[src/inc/ioxp_pkg.sv]
// constants, types and reset state of the i2c expander register access block
package ioxp_pkg;
    localparam logic [4:0] OWN_ADDR_HI = 5'h1c;
    localparam logic [1:0] REG_INPUT = 2'h0;
    localparam logic [1:0] REG_OUTPUT = 2'h1;
    localparam logic [1:0] REG_POLARITY = 2'h2;
    localparam logic [1:0] REG_CONFIG = 2'h3;
    localparam logic [7:0] OUT_RST = 8'hff;
    localparam logic [7:0] POL_RST = 8'h00;
    localparam logic [7:0] CFG_RST = 8'hff;
    localparam logic [1:0] PTR_RST = 2'h0;
    localparam logic [3:0] BYTE_BITS = 4'h8;
    localparam logic [3:0] LAST_TX_BIT = 4'h7;

    typedef enum logic [4:0] {
        IOXP_IDLE = 5'h01,
        IOXP_RX = 5'h02,
        IOXP_RACK = 5'h04,
        IOXP_TX = 5'h08,
        IOXP_TACK = 5'h10
    } ioxp_state_t;

    typedef enum logic [2:0] {
        IOXP_K_ADDR = 3'h1,
        IOXP_K_CMD = 3'h2,
        IOXP_K_DATA = 3'h4
    } ioxp_kind_t;

    typedef struct packed {
        logic scl_s1;
        logic scl_s2;
        logic scl_s3;
        logic sda_s1;
        logic sda_s2;
        logic sda_s3;
        logic [7:0] pin_s1;
        logic [7:0] pin_s2;
        logic [1:0] adr_s1;
        logic [1:0] adr_s2;
        ioxp_state_t st;
        ioxp_kind_t kind;
        logic [3:0] cnt;
        logic [7:0] shreg;
        logic rw;
        logic acked;
        logic [1:0] ptr;
        logic [7:0] out_reg;
        logic [7:0] pol;
        logic [7:0] drv_en;
        logic sda_oe;
        logic sda_lvl;
    } ioxp_regs_t;

    localparam ioxp_regs_t IOXP_RESET = '{
        scl_s1: 1'b1, scl_s2: 1'b1, scl_s3: 1'b1,
        sda_s1: 1'b1, sda_s2: 1'b1, sda_s3: 1'b1,
        pin_s1: 8'h00, pin_s2: 8'h00, adr_s1: 2'h0, adr_s2: 2'h0,
        st: IOXP_IDLE, kind: IOXP_K_ADDR, cnt: 4'h0, shreg: 8'h00,
        rw: 1'b0, acked: 1'b0, ptr: PTR_RST, out_reg: OUT_RST,
        pol: POL_RST, drv_en: ~CFG_RST, sda_oe: 1'b0, sda_lvl: 1'b0
    };
endpackage

[src/ioxp_target.sv]
// i2c target with command pointer and four port registers of an 8-bit expander
`timescale 1ns/1ns
module ioxp_target
    import ioxp_pkg::*;
(
    input wire logic clock_i,
    input wire logic rst_n_i,
    input wire logic scl_i,
    input wire logic sda_i,
    output logic sda_o,
    output logic sda_oe_o,
    input wire logic [1:0] addr_sel_i,
    input wire logic [7:0] port_i,
    output logic [7:0] port_o,
    output logic [7:0] port_oe_o
);
    logic [1:0] rst_q;
    logic rst_n;
    ioxp_regs_t cur_q;
    ioxp_regs_t nxt_d;
    logic scl_rise;
    logic scl_fall;
    logic start_ev;
    logic stop_ev;
    logic addr_match;
    logic [7:0] rd_val;

    // reset released synchronously so all state leaves reset on one edge
    always_ff @(posedge clock_i or negedge rst_n_i)
    begin
        if (!rst_n_i)
            rst_q <= 2'h0;
        else
            rst_q <= {rst_q[0], 1'b1};
    end
    assign rst_n = rst_q[1];

    assign scl_rise = cur_q.scl_s2 & ~cur_q.scl_s3;
    assign scl_fall = ~cur_q.scl_s2 & cur_q.scl_s3;
    assign start_ev = cur_q.scl_s2 & cur_q.scl_s3 & ~cur_q.sda_s2 & cur_q.sda_s3;
    assign stop_ev = cur_q.scl_s2 & cur_q.scl_s3 & cur_q.sda_s2 & ~cur_q.sda_s3;
    assign addr_match = (cur_q.shreg[7:1] == {OWN_ADDR_HI, cur_q.adr_s2});

    always_comb
    begin
        case (cur_q.ptr)
            REG_INPUT: rd_val = cur_q.pin_s2 ^ cur_q.pol;
            REG_OUTPUT: rd_val = cur_q.out_reg;
            REG_POLARITY: rd_val = cur_q.pol;
            default: rd_val = ~cur_q.drv_en;
        endcase
    end

    always_comb
    begin
        nxt_d = cur_q;
        nxt_d.scl_s1 = scl_i;
        nxt_d.scl_s2 = cur_q.scl_s1;
        nxt_d.scl_s3 = cur_q.scl_s2;
        nxt_d.sda_s1 = sda_i;
        nxt_d.sda_s2 = cur_q.sda_s1;
        nxt_d.sda_s3 = cur_q.sda_s2;
        nxt_d.pin_s1 = port_i;
        nxt_d.pin_s2 = cur_q.pin_s1;
        nxt_d.adr_s1 = addr_sel_i;
        nxt_d.adr_s2 = cur_q.adr_s1;
        nxt_d.sda_lvl = 1'b0;
        if (stop_ev)
        begin
            nxt_d.st = IOXP_IDLE;
            nxt_d.sda_oe = 1'b0;
        end
        else if (start_ev)
        begin
            // pointer untouched so a restart reads the selected register
            nxt_d.st = IOXP_RX;
            nxt_d.kind = IOXP_K_ADDR;
            nxt_d.cnt = 4'h0;
            nxt_d.sda_oe = 1'b0;
        end
        else
        begin
            case (cur_q.st)
                IOXP_IDLE:
                begin
                    nxt_d.sda_oe = 1'b0;
                end
                IOXP_RX:
                begin
                    if (scl_rise)
                    begin
                        nxt_d.shreg = {cur_q.shreg[6:0], cur_q.sda_s2};
                        nxt_d.cnt = cur_q.cnt + 4'h1;
                    end
                    else if (scl_fall && cur_q.cnt == BYTE_BITS)
                    begin
                        nxt_d.st = IOXP_RACK;
                        nxt_d.sda_oe = 1'b1;
                        if (cur_q.kind == IOXP_K_ADDR)
                        begin
                            nxt_d.rw = cur_q.shreg[0];
                            if (!addr_match)
                            begin
                                nxt_d.st = IOXP_IDLE;
                                nxt_d.sda_oe = 1'b0;
                            end
                        end
                        else if (cur_q.kind == IOXP_K_CMD)
                            nxt_d.ptr = cur_q.shreg[1:0];
                    end
                end
                IOXP_RACK:
                begin
                    if (scl_rise && cur_q.kind == IOXP_K_DATA)
                    begin
                        // same register every byte, input port writes dropped
                        case (cur_q.ptr)
                            REG_OUTPUT: nxt_d.out_reg = cur_q.shreg;
                            REG_POLARITY: nxt_d.pol = cur_q.shreg;
                            REG_CONFIG: nxt_d.drv_en = ~cur_q.shreg;
                            default: nxt_d.out_reg = cur_q.out_reg;
                        endcase
                    end
                    else if (scl_fall)
                    begin
                        nxt_d.cnt = 4'h0;
                        if (cur_q.kind == IOXP_K_ADDR && cur_q.rw)
                        begin
                            nxt_d.st = IOXP_TX;
                            nxt_d.shreg = rd_val;
                            nxt_d.sda_oe = ~rd_val[7];
                        end
                        else
                        begin
                            nxt_d.st = IOXP_RX;
                            nxt_d.sda_oe = 1'b0;
                            nxt_d.kind = (cur_q.kind == IOXP_K_ADDR) ? IOXP_K_CMD : IOXP_K_DATA;
                        end
                    end
                end
                IOXP_TX:
                begin
                    if (scl_fall)
                    begin
                        if (cur_q.cnt == LAST_TX_BIT)
                        begin
                            nxt_d.st = IOXP_TACK;
                            nxt_d.sda_oe = 1'b0;
                        end
                        else
                        begin
                            nxt_d.cnt = cur_q.cnt + 4'h1;
                            nxt_d.shreg = {cur_q.shreg[6:0], 1'b0};
                            nxt_d.sda_oe = ~cur_q.shreg[6];
                        end
                    end
                end
                IOXP_TACK:
                begin
                    if (scl_rise)
                    begin
                        nxt_d.acked = ~cur_q.sda_s2;
                        if (cur_q.sda_s2)
                            nxt_d.st = IOXP_IDLE;
                    end
                    else if (scl_fall && cur_q.acked)
                    begin
                        // pointer never advances, so the next byte repeats it
                        nxt_d.st = IOXP_TX;
                        nxt_d.cnt = 4'h0;
                        nxt_d.shreg = rd_val;
                        nxt_d.sda_oe = ~rd_val[7];
                    end
                end
                default:
                begin
                    nxt_d.st = IOXP_IDLE;
                    nxt_d.sda_oe = 1'b0;
                end
            endcase
        end
    end

    always_ff @(posedge clock_i or negedge rst_n)
    begin
        if (!rst_n)
            cur_q <= IOXP_RESET;
        else
            cur_q <= nxt_d;
    end

    assign sda_o = cur_q.sda_lvl;
    assign sda_oe_o = cur_q.sda_oe;
    assign port_o = cur_q.out_reg;
    assign port_oe_o = cur_q.drv_en;
endmodule

[config.mk]
export PLATFORM = sky130hd
export DESIGN_NAME = ioxp_target
export DESIGN_NICKNAME = d
export VERILOG_FILES = /design/src/inc/ioxp_pkg.sv /design/src/ioxp_target.sv
export SDC_FILE = /design/constraint.sdc
export NUM_CORES = 1
export LEC_CHECK = 0
export ABC_AREA = 1
export BUFFER_PORTS_ARGS = -buffer_cell sky130_fd_sc_hd__buf_4
export CAP_MARGIN = 20
export CORE_MARGIN = 2
export CORE_UTILIZATION = 46
export DETAILED_ROUTE_END_ITERATION = 10
export PLACE_DENSITY = 0.66
export SLEW_MARGIN = 30
export SYNTH_ARGS = -nofsm -noshare
export SYNTH_HDL_FRONTEND = slang
export SYNTH_SLANG_ARGS = --single-unit
[constraint.sdc]
create_clock -name clock_i -period 2.21 [get_ports clock_i]
set_input_delay 0.1105 -clock clock_i [delete_from_list [all_inputs] [get_ports clock_i]]
set_output_delay 0.1105 -clock clock_i [all_outputs]
set_load 0.005 [all_outputs]
==> results.yml <==
layout:
  layout_commonest_cell: "nand2_1"
  area_growth_pct: 13.96
  mostFrequentLayoutCells: "nand2_1 (154), dfrtp_1 (60), inv_1 (50)"
  final_layout_size_suffix_gt1_share_pct: 19.66
  diodes: 0
  fin_nets: 545
detailed_routing:
  route.met3.wl_um: 524
  vias: 3310
  highest_layer: "met4"
  drt_iter0_drc: 229
  viasPerCell: 5.180
  met1Wirelength_um: 3935
  ant_nets: 0
  post-route-drc-count: 0
  drt_pass1_iterations: 5
  wl_per_cell_um: 13.49
  wl_um: 8620
  dr_wl_met2_um: 4049
critical_path:
  arrival_ns: 2.11
  critPathRequiredTime_ns: 2.46
  max_stage_delay_ns: 0.59
  critical_path.cell_chain: "nor2_1 -> nand3_1 -> nand3_1 -> nand2_1 -> nand2_1 -> nand3_1 -> nand3b_1 -> nand2_1"
  setup.worst_path.class: "reg2reg"
  cp_slowest_cell: "nor2_1"
  crit_fanout: 15
  cp-start-kind: "flop"
  critPathCaptureType: "flop"
timing:
  rsz0062_at_grt: "false"
  maxSlewViolCount: 0
  fin_crit_ns: 1.866
  period_share_pct: 84.45
  slew_headroom_pct: 55.79
  worstMarginPinSlew_ns: 0.6607
  setup_ws_ns: 0.3437
  setup_viol: 0
  finalClockSkew_ns: 0.01311
  max_freq_mhz: 535.8
  fin_tns_setup_ns: 0
  hold_viol_final: 0
die:
  core_um2: 8299
  rows: 33
  dieArea_um2: 9372
  die_w_um: 96.81
  die_y_um: 96.81
  initial_core_util_pct: 47.75
  ioPinCount: 32
global_route:
  grt_max_degree: 48
  grtUsageTotal_pct: 19.24
  grt.overflow.total: 0
  grt_first_pass_wirelength_um: 14700
  grt_pass1_vias: 3031
  antenna_found_initial: 0
synth:
  async_flop_share_pct: 100.0
  synth-main-ff-cell: "dfrtp_1"
  synth_edf_count: 0
  synth_nets: 512
  yosys_warnings: 0
  ys_types: 34
  syn_area_um2: 3963
  synth_seq_cells: 77
  synth-seq-area-share_pct: 49.13
  syn-mean-instance-area_um2: 7.989
  synthCells: 496
clocking:
  cts-root-buf: "clkbuf_8"
  post_cts_buffers: 0
  cts_resized: 0
  cts_tree: "done"
  clockBufferDepth: 2
  path_clk_slew_ns: 0.09
  cts-htree-levels: 3
  clk_latency_ns: 0.36
  cts.sink_count: 77
  cts_buffers: 9
outcome:
  outcome: "finished clean"
placement:
  io_buffers: 30
  dp_slack_ns: 0.3619
  dpl.hpwl_um: 6297
  gp_congestion: 0.9139
pwr:
  powerDensity_nw_per_um2: 665.3
  ir_drop_mv: 0.3512
  leakage_nw: 2.164
worst_hold_path:
  hold_path.class: "in2async"
flow_run:
  max_cap_viol_count: 0
sequential cells by signal (all words and copies together) (netlist names):
| name | cells |
|---|---|
| rst_q | 2 |
| sda_oe_o | 1 |
| port_oe_o | 8 |
| cur_q | 58 |
| port_o | 8 |
kinds of logic (layout without fill, tap and decap cells):
logic type | after synthesis | in the layout | share of synthesized area [%]
AOI/OAI and AO/OA | 48 | 48 | 6.189
xor gates and xnor gates | 1 | 1 | 0.2211
adders and majority gates | 2 | 2 | 0.6314
DFF | 77 | 77 | 49.13
other | 2 | 2 | 0.1895
and+or+nand+nor | 283 | 283 | 33.91
buffers and inverters | 83 | 121 | 9.725
routing by layer:
metal	vias up	global-route usage, %
li1	1629	-
met1	1559	27.85
met2	111	29.11
met3	11	4.046
met4	0	5.959
met5	-	0
power by group:
group,internal [W],leakage (nW),switching (W)
Combinational,0.000154,1.11,0.000235
Sequential,0.00149,0.964,0.000103
Clock,0.000434,0.0911,0.000583
Yosys cell counts, types with 2 or more instances:
master,number,area share (%)
ha_1,2,0.63
o21ai_1,27,3.4
nand2_1,154,15
nand2_2,7,1.1
nand3b_1,2,0.38
nand4_1,13,2.1
o21ai_0,14,1.8
a21oi_1,5,0.63
nor2_4,6,1.7
buf_2,3,0.38
inv_2,8,0.76
nand3_1,49,6.2
buf_4,18,3.4
conb_1,2,0.19
inv_1,50,4.7
nand3_2,4,1.0
nor3_1,3,0.38
clkbuf_1,2,0.19
dfstp_2,16,11
dfrtp_1,61,39
nor2_2,8,1.3
nor2_1,30,2.8
path summary, 6_finish.rpt:
path | startpoint | endpoint | slack (ns) | depth (start not counted)
min reg2reg | rst_q[1] | cur_q[10] | 0.34 | 0
min | rst_n_i | rst_q[1] | 0.09 | 2
max | cur_q[27] | sda_oe_o | 0.34 | 8
max in group asynchronous | rst_q[1] | cur_q[42] | 1.22 | 1
min in group clock_i | rst_q[0] | rst_q[1] | 0.36 | 0
max reg2reg | cur_q[27] | sda_oe_o | 0.34 | 8
what timing repair did:
action | CTS | global route
hold endpoints to repair | 14 | 0
setup endpoints to repair | 0 | 0
hold buffers | 13 | 0
worst max-delay path: cells and delay by family, from the launching register on:
| family | cells | cell delay (ns) |
|---|---|---|
| DFF | 1 | 0.55 |
| and+or+nand+nor | 8 | 1.22 |
layout make-up:
class	instances	area (µm²)
well taps	105	131.4
repair buffers	45	382.9
fillers	760	3784
clock buffers	9	123.9
flip-flops and latches	77	1951
clock inverters	7	68.82
inverters	60	227.7
multi-input cells	336	1630
metrics by stage:
step	std cells	utilization (%)	power, W	hold WS (ns)	instance area [µm²]
after floorplan	496	-	0.001885	-0.1851	3964
final	639	54.41	0.003004	0.09073	4516
after CTS	639	54.41	0.003038	0.05951	4516
after global placement	610	50.52	0.001986	-0.1071	4193
after detailed placement	610	50.52	0.001997	-0.1059	4193
after global routing	639	54.41	0.003196	0.09090	4516
Note: power is estimated with default switching activity, not from simulation.
